[src/hdl/vspg_pkg.sv]
// Constants for the virtual switch port-good pin block
package vspg_pkg;
  // ==========================================================
  // Register offsets
  localparam logic [11:0] OFF_DIR_LO = 12'ha34;
  localparam logic [11:0] OFF_DIR_HI = 12'ha38;
  localparam logic [11:0] OFF_DBNC = 12'ha40;
  localparam logic [11:0] OFF_IN = 12'ha44;
  localparam logic [11:0] OFF_OUT = 12'ha48;
  localparam logic [11:0] OFF_VS_CFG = 12'ha60;
  // ==========================================================
  // Field layout
  localparam int PINS = 12;
  localparam int DIR_LO_PINS = 10;
  localparam int DIR_STRIDE = 3;
  localparam int DIR_FIRST = 2;
  localparam int TOP_PIN = 11;
  localparam int VS_CNT_W = 3;
  localparam logic [2:0] VS_CNT_MIN = 3'h4;
  localparam logic [2:0] VS_CNT_MAX = 3'h6;
  // ==========================================================
  // Reset values
  localparam logic [11:0] RST_PINS = 12'h000;
  localparam logic [2:0] RST_VS_CNT = 3'h1;
  // ==========================================================
  // Timing
  localparam int CLK_MHZ = 50;
  localparam int DBNC_TIME_US = 1300;
  localparam int DBNC_CYCLES = DBNC_TIME_US * CLK_MHZ;
endpackage

[src/hdl/vspg_pin_if.sv]
// Per-pin link between register logic and input filter
`timescale 1ns/1ps
interface vspg_pin_if;
  logic sample;
  logic filter_en;
  logic level;
  modport ctrl (output sample, output filter_en, input level);
  modport filt (input sample, input filter_en, output level);
endinterface

[src/hdl/vspg_debounce.sv]
// Single-pin input filter with stability counter
`timescale 1ns/1ps
module vspg_debounce #(
  parameter int STABLE_CYCLES = 65000
) (
  // Clock and reset
  input wire logic i_clk,
  input wire logic i_resetn,
  // Pin link
  vspg_pin_if.filt pin
);
  localparam int CW = $clog2(STABLE_CYCLES + 1);
  localparam logic [CW-1:0] LAST = CW'(STABLE_CYCLES - 1);

  if (STABLE_CYCLES < 1) begin : g_bad_cycles
    $error("vspg_debounce: STABLE_CYCLES must be at least 1");
  end

  logic [CW-1:0] count;
  logic level;

  assign pin.level = level;

  // ==========================================================
  // Stability counter
  always_ff @(posedge i_clk or negedge i_resetn) begin
    if (!i_resetn) begin
      count <= '0;
    end else if (!pin.filter_en || pin.sample == level) begin
      count <= '0;
    end else if (count != LAST) begin
      count <= count + 1'b1;
    end
  end

  // ==========================================================
  // Accepted level
  always_ff @(posedge i_clk or negedge i_resetn) begin
    if (!i_resetn) begin
      level <= 1'b0;
    end else if (!pin.filter_en) begin
      level <= pin.sample;
    end else if (pin.sample != level && count == LAST) begin
      level <= pin.sample;
    end
  end
endmodule

[src/hdl/vspg_top.sv]
// Virtual switch port-good pins: filter, input and output data
`timescale 1ns/1ps
module vspg_top
  import vspg_pkg::*;
#(
  parameter int DEBOUNCE_CYCLES = DBNC_CYCLES
) (
  // Clock and reset
  input wire logic i_clk,
  input wire logic i_resetn,
  // Register port
  input wire logic [11:0] i_addr,
  input wire logic [31:0] i_wdata,
  input wire logic i_wr,
  input wire logic i_rd,
  output logic [31:0] o_rdata,
  // Link health pins
  input wire logic [PINS-1:0] i_link_health_pin,
  output logic [PINS-1:0] o_link_health_pin,
  output logic [PINS-1:0] o_link_health_pin_oe
);
  // ==========================================================
  // Elaboration checks
  if (DEBOUNCE_CYCLES < 1) begin : g_bad_cycles
    $error("vspg_top: DEBOUNCE_CYCLES must be at least 1");
  end
  if (PINS > 32 || TOP_PIN != PINS - 1) begin : g_bad_pins
    $error("vspg_top: pin count does not fit the registers");
  end
  if (DIR_LO_PINS >= PINS) begin : g_bad_split
    $error("vspg_top: pins must span both direction words");
  end
  if (DIR_STRIDE*(DIR_LO_PINS-1)+DIR_FIRST > 31) begin : g_bad_lo
    $error("vspg_top: low direction field out of range");
  end
  if (DIR_STRIDE*(PINS-DIR_LO_PINS-1)+DIR_FIRST > 31) begin : g_bad_hi
    $error("vspg_top: high direction field out of range");
  end
  if (int'(VS_CNT_MAX) >= (1 << VS_CNT_W)) begin : g_bad_cnt
    $error("vspg_top: switch count field too narrow");
  end
  if (VS_CNT_MIN > VS_CNT_MAX) begin : g_bad_range
    $error("vspg_top: switch count range is empty");
  end

  // Stored registers and the bit 11 mask derived from the switch count
  logic [PINS-1:0] dir;
  logic [PINS-1:0] dbnc;
  logic [PINS-1:0] out_data;
  logic [VS_CNT_W-1:0] vs_cnt;
  logic [PINS-1:0] mask;

  // Input path
  logic [PINS-1:0] sync1;
  logic [PINS-1:0] sync2;
  logic [PINS-1:0] sync3;
  logic [PINS-1:0] agree;
  logic [PINS-1:0] stable;
  logic [PINS-1:0] level;
  logic [PINS-1:0] in_view;

  // Next values
  logic [PINS-1:0] next_dir;
  logic [PINS-1:0] next_dbnc;
  logic [PINS-1:0] next_out;
  logic [VS_CNT_W-1:0] next_vs_cnt;
  logic [PINS-1:0] next_mask;

  // Write strobes
  logic wr_dir_lo;
  logic wr_dir_hi;
  logic wr_dbnc;
  logic wr_out;
  logic wr_vs_cfg;

  // Read path
  logic [31:0] dir_lo_word;
  logic [31:0] dir_hi_word;
  logic [31:0] next_rdata;

  // ==========================================================
  // Bit 11 availability
  function automatic logic [PINS-1:0] pin_mask(logic [VS_CNT_W-1:0] n);
    logic [PINS-1:0] m;
    m = '1;
    m[TOP_PIN] = (n >= VS_CNT_MIN) && (n <= VS_CNT_MAX);
    return m;
  endfunction

  assign mask = pin_mask(vs_cnt);

  // ==========================================================
  // Direction field placement
  always_comb begin
    dir_lo_word = '0;
    dir_hi_word = '0;
    for (int n = 0; n < DIR_LO_PINS; n++) begin
      dir_lo_word[DIR_STRIDE*n+DIR_FIRST] = dir[n];
    end
    for (int n = DIR_LO_PINS; n < PINS; n++) begin
      dir_hi_word[DIR_STRIDE*(n-DIR_LO_PINS)+DIR_FIRST] = dir[n];
    end
  end

  // ==========================================================
  // Write strobes per register
  assign wr_dir_lo = i_wr && (i_addr == OFF_DIR_LO);
  assign wr_dir_hi = i_wr && (i_addr == OFF_DIR_HI);
  assign wr_dbnc = i_wr && (i_addr == OFF_DBNC);
  assign wr_out = i_wr && (i_addr == OFF_OUT);
  assign wr_vs_cfg = i_wr && (i_addr == OFF_VS_CFG);

  // ==========================================================
  // Next switch count and bit 11 availability
  always_comb begin
    next_vs_cnt = vs_cnt;
    if (wr_vs_cfg) begin
      next_vs_cnt = i_wdata[VS_CNT_W-1:0];
    end
    next_mask = pin_mask(next_vs_cnt);
  end

  // ==========================================================
  // Next direction
  always_comb begin
    next_dir = dir;
    if (wr_dir_lo) begin
      for (int n = 0; n < DIR_LO_PINS; n++) begin
        next_dir[n] = i_wdata[DIR_STRIDE*n+DIR_FIRST];
      end
    end
    if (wr_dir_hi) begin
      for (int n = DIR_LO_PINS; n < PINS; n++) begin
        next_dir[n] = i_wdata[DIR_STRIDE*(n-DIR_LO_PINS)+DIR_FIRST];
      end
    end
    next_dir = next_dir & next_mask;
  end

  // ==========================================================
  // Next de-bounce enables
  always_comb begin
    next_dbnc = dbnc;
    if (wr_dbnc) begin
      next_dbnc = i_wdata[PINS-1:0];
    end
    next_dbnc = next_dbnc & next_mask;
  end

  // ==========================================================
  // Next output data
  always_comb begin
    next_out = out_data;
    if (wr_out) begin
      next_out = i_wdata[PINS-1:0];
    end
    next_out = next_out & next_mask;
  end

  // ==========================================================
  // Direction register
  always_ff @(posedge i_clk or negedge i_resetn) begin
    if (!i_resetn) begin
      dir <= RST_PINS;
    end else begin
      dir <= next_dir;
    end
  end

  // ==========================================================
  // De-bounce enable register
  always_ff @(posedge i_clk or negedge i_resetn) begin
    if (!i_resetn) begin
      dbnc <= RST_PINS;
    end else begin
      dbnc <= next_dbnc;
    end
  end

  // ==========================================================
  // Output data register
  always_ff @(posedge i_clk or negedge i_resetn) begin
    if (!i_resetn) begin
      out_data <= RST_PINS;
    end else begin
      out_data <= next_out;
    end
  end

  // ==========================================================
  // Switch count register
  always_ff @(posedge i_clk or negedge i_resetn) begin
    if (!i_resetn) begin
      vs_cnt <= RST_VS_CNT;
    end else begin
      vs_cnt <= next_vs_cnt;
    end
  end

  // ==========================================================
  // Pin drive, same edge as the write
  always_ff @(posedge i_clk or negedge i_resetn) begin
    if (!i_resetn) begin
      o_link_health_pin <= RST_PINS;
    end else begin
      o_link_health_pin <= next_out & next_dir;
    end
  end

  // ==========================================================
  // Pin output enable
  always_ff @(posedge i_clk or negedge i_resetn) begin
    if (!i_resetn) begin
      o_link_health_pin_oe <= RST_PINS;
    end else begin
      o_link_health_pin_oe <= next_dir;
    end
  end

  // ==========================================================
  // Pin input synchroniser
  always_ff @(posedge i_clk or negedge i_resetn) begin
    if (!i_resetn) begin
      sync1 <= '0;
      sync2 <= '0;
      sync3 <= '0;
    end else begin
      sync1 <= i_link_health_pin;
      sync2 <= sync1;
      sync3 <= sync2;
    end
  end

  // ==========================================================
  // Second and third stage agree
  assign agree = ~(sync2 ^ sync3);

  // ==========================================================
  // Agreed pin level
  always_ff @(posedge i_clk or negedge i_resetn) begin
    if (!i_resetn) begin
      stable <= '0;
    end else begin
      for (int n = 0; n < PINS; n++) begin
        if (agree[n]) begin
          stable[n] <= sync3[n];
        end
      end
    end
  end

  // ==========================================================
  // Per-pin filters
  generate
    for (genvar g = 0; g < PINS; g++) begin : g_pin
      vspg_pin_if link ();
      assign link.sample = stable[g];
      assign link.filter_en = dbnc[g] & ~dir[g];
      assign level[g] = link.level;
      vspg_debounce #(
        .STABLE_CYCLES(DEBOUNCE_CYCLES)
      ) u_filt (
        .i_clk(i_clk),
        .i_resetn(i_resetn),
        .pin(link.filt)
      );
    end
  endgenerate

  // ==========================================================
  // Input data view: output pins read 0, bit 11 reads 0 unless the switch count is 4 to 6
  assign in_view = level & ~dir & mask;

  // ==========================================================
  // Register read mux, unmapped offsets read 0
  always_comb begin
    next_rdata = '0;
    unique case (i_addr)
      OFF_DIR_LO: next_rdata = dir_lo_word;
      OFF_DIR_HI: next_rdata = dir_hi_word;
      OFF_DBNC: next_rdata[PINS-1:0] = dbnc;
      OFF_IN: next_rdata[PINS-1:0] = in_view;
      OFF_OUT: next_rdata[PINS-1:0] = out_data;
      OFF_VS_CFG: next_rdata[VS_CNT_W-1:0] = vs_cnt;
      default: next_rdata = '0;
    endcase
  end

  // ==========================================================
  // Read data, one cycle after the strobe
  always_ff @(posedge i_clk or negedge i_resetn) begin
    if (!i_resetn) begin
      o_rdata <= '0;
    end else if (i_rd) begin
      o_rdata <= next_rdata;
    end else begin
      o_rdata <= '0;
    end
  end
endmodule

[config.mk]
export PLATFORM = sky130hd
export DESIGN_NAME = vspg_top
export DESIGN_NICKNAME = d
export VERILOG_FILES = /design/src/hdl/vspg_pkg.sv /design/src/hdl/vspg_pin_if.sv /design/src/hdl/vspg_debounce.sv /design/src/hdl/vspg_top.sv
export SDC_FILE = /design/constraint.sdc
export NUM_CORES = 1
export LEC_CHECK = 0
export BUFFER_PORTS_ARGS = -buffer_cell sky130_fd_sc_hd__buf_4
export CORE_MARGIN = 5
export CORE_UTILIZATION = 50
export DETAILED_ROUTE_END_ITERATION = 10
export GPL_TIMING_DRIVEN = 1
export PLACE_DENSITY_LB_ADDON = 0.1
export REMOVE_ABC_BUFFERS = 1
export SETUP_SLACK_MARGIN = 0.3
export SYNTH_ARGS = -nofsm -noshare
export SYNTH_HDL_FRONTEND = slang
export SYNTH_HIERARCHICAL = 1
export SYNTH_SLANG_ARGS = --single-unit
[constraint.sdc]
create_clock -name i_clk -period 3.8 [get_ports i_clk]
set_input_delay 0.76 -clock i_clk [delete_from_list [all_inputs] [get_ports i_clk]]
set_output_delay 0.76 -clock i_clk [all_outputs]
set_load 0.01 [all_outputs]
==> flow_summary.json <==
{
  "grt_pass1_vias": 10350,
  "fillers": 2600,
  "viasPerCell": 5.476,
  "layout-drive-gt1-share": 0.1623,
  "clk_latency_ns": 0.50,
  "finalHoldViolations": 0,
  "largest_register_ffs": 192,
  "crit_fanout": 12,
  "maxCapViolations": 0,
  "required_ns": 4.16,
  "synthXorXnorAreaFrac": 0.06306,
  "fmax_ghz": 0.4403,
  "setup_tns_ns": 0,
  "tightest_slew_ns": 0.9360,
  "cts_tree": "yes",
  "worst_ir_drop_vdd_uv": 351.1,
  "grt_max_degree": 117,
  "rows": 63,
  "ys_warn_count": 6,
  "outcome": "complete, no violations",
  "slew_violations": 0,
  "p_comb_frac": 0.031,
  "clkSinkCount": 321,
  "wire_per_inst_um": 16.54,
  "internal_power_uw": 5620,
  "layout.nets": 1580,
  "dieArea_um2": 33560,
  "fin_skew_ns": 0.01127,
  "sw_frac_of_total": 0.2117,
  "cts.repair.resized": 0,
  "synth_top_cell_area_share": 0.5339,
  "async_flop_share": 1.000,
  "power_frac_seq": 0.491,
  "met2_length_um": 14490,
  "grt_pass1_wl_um": 53190,
  "synth_compound_gate_area_share": 0.07958,
  "gp_congestion": 0.7688,
  "synthSimpleGateAreaFrac": 0.2349,
  "cts_hold_buffers": 0,
  "dp_hpwl_um": 21910,
  "postSynthCellCount": 1400,
  "clockBufferDepth": 3,
  "ys_seq_area_frac": 0.5356,
  "highest-signal-layer": "met4",
  "numCtsBuffers": 35,
  "cts_max_level": 2,
  "regMostFlops": "g_pin.u_filt/count",
  "period_minus_slack_ns": 2.271,
  "synth_fa_ha_area_frac": 0.01802,
  "fp.dieW_um": 183.2,
  "die_h_um": 183.2,
  "overflow": 0,
  "grt.total_usage": 0.1912,
  "area_growth_pct": 15.20,
  "period_share": 0.5977,
  "crit_type": "in -> reg",
  "p_sw_uw": 1509,
  "drtAntennaViolNets": 0,
  "rsz0062_at_grt": "no",
  "drt_iter0_markers": 740,
  "synth_edf_count": 0,
  "antenna_found_initial": 1,
  "power_leakage_uw": 0.007086,
  "synth_top_family_by_area": "simple AND/OR/NAND/NOR gates",
  "worst_ep_arrival_time_ns": 2.63,
  "initial_core_util": 0.5061,
  "post-cts-setup-buffer-count": 0,
  "synth_area_leader_cell": "dfrtp_1",
  "muxShareOfSynthArea": 0.04137,
  "start_kind": "input port",
  "core_area_um2": 29640,
  "drc": 0,
  "p_total_uw": 7128,
  "drt_first_pass_iters": 5,
  "cp-end-kind": "register",
  "hp-class": "in -> async",
  "p_clk_frac": 0.478,
  "power_density_nw_per_um2": 412.5,
  "synthTopCellsByCount": "dfrtp_1 (320), nor2_1 (118), o21ai_0 (96)",
  "reg_top3": "g_pin.u_filt/count x192, o_rdata x18",
  "slew_headroom": 0.3760,
  "syn_area_per_cell_um2": 10.71,
  "clockRootBuffer": "clkbuf_16",
  "wirelength_um": 31840,
  "synthFlopType": "dfrtp_1",
  "io_pins": 116,
  "clkTransAtPathRegs_ns": 0.06,
  "yosysMostFrequentCell": "dfrtp_1",
  "netlist_area_um2": 15000,
  "ys_ff_latch": 321,
  "setup_viol": 0,
  "synth.area.top_cells": "dfrtp_1 (53%), or3_1 (3.6%), xnor2_1 (3.5%)",
  "ys_types": 57,
  "vias": 10541,
  "m1WireLength_um": 14900,
  "io_buffers": 87,
  "wl_met3_um": 1598
}
==> power groups by stage <==
stage	Clock, uW	Combinational (uW)	Sequential, uW
after global routing	3650	247	3500
after detailed placement	0	223	3560
after floorplan	0	65.8	3550
final	3410	218	3500
after CTS	3520	225	3500
after global placement	0	219	3560
==> final cells by class <==
| cell class | count | area, um^2 | area share |
|---|---|---|---|
| clock buffer | 51 | 1059 | 0.06126 |
| sequential | 321 | 8034 | 0.4650 |
| inverter | 50 | 187.7 | 0.01086 |
| tap | 390 | 488.0 | 0.02824 |
| clock inverter | 12 | 116.4 | 0.006734 |
| antenna | 1 | 2.502 | 0.0001448 |
| timing repair buffer | 97 | 785.8 | 0.04547 |
| multi-input combinational | 1003 | 6606 | 0.3823 |
==> critical path: stages <==
cell      delay (ns)
buf_4           0.11
and4bb_2        0.49
nand4_2         0.62
mux2_2          0.52
a21boi_1        0.14
==> per-layer routing <==
metal | global-route usage | up-vias
li1 | - | 5174
met1 | 0.2736 | 5126
met2 | 0.2973 | 187
met3 | 0.03749 | 54
met4 | 0.05989 | 0
met5 | 0 | -
==> final timing paths <==
kind,from,to,slack [ns],depth (start not counted)
setup / recovery,i_addr[10],o_link_health_pin[0],1.53,5
hold / removal,i_resetn,g_pin[7].u_filt/count[8],0.34,1
setup reg to reg,g_pin[5].u_filt/count[9],g_pin[5].u_filt/pin.level,1.80,4
hold reg to reg,sync1[9],sync2[9],0.34,0
max in group asynchronous,i_resetn,vs_cnt[0],2.61,2
min in group i_clk,sync1[9],sync2[9],0.34,0
==> layout by cell type, fill, tap and decap left out, types with 9 or more instances in the layout <==
cell type  instances
or3_1             86
nand2_1           81
mux2_1            24
xnor2_1           60
ha_1              12
nor2b_1           19
mux2_4             9
mux2i_1           17
maj3_1            12
xor2_1            48
nor3_1            36
nand4_1           29
clkbuf_16         37
or4b_4            12
or4_4             24
conb_1            14
or2_2             12
nor4_1            12
a21boi_1          11
buf_4             92
dfrtp_1          320
nor2_1           118
a21oi_1           92
nor4_4            12
nand3_2           12
nand2b_1          15
inv_1             50
nand3_1           86
o21ai_0           96
==> cell families (layout without fill, tap and decap cells) <==
kind of cell,Yosys count,count (layout)
other cells,1,15
fa+ha+maj,24,24
xor+xnor,108,108
compound gates,220,220
buf+inv,89,210
flops,321,321
mux,54,54
simple gates,583,583
==> per-stage QoR <==
step | cell area (um^2) | cells | worst slack (ns) | hold WS (ns) | util
2_1_floorplan | 14830 | 1374 | 1.237 | 0.3312 | -
3_3_place_gp | 16100 | 1861 | 1.047 | 0.3328 | 0.5433
3_5_place_dp | 16100 | 1861 | 1.026 | 0.3347 | 0.5433
4_1_cts | 17280 | 1924 | 1.558 | 0.3333 | 0.5829
5_1_grt | 17280 | 1925 | 1.470 | 0.3310 | 0.5830
6_report | 17280 | 1925 | 1.529 | 0.3406 | 0.5830
Power figures use the tool's default switching activity.
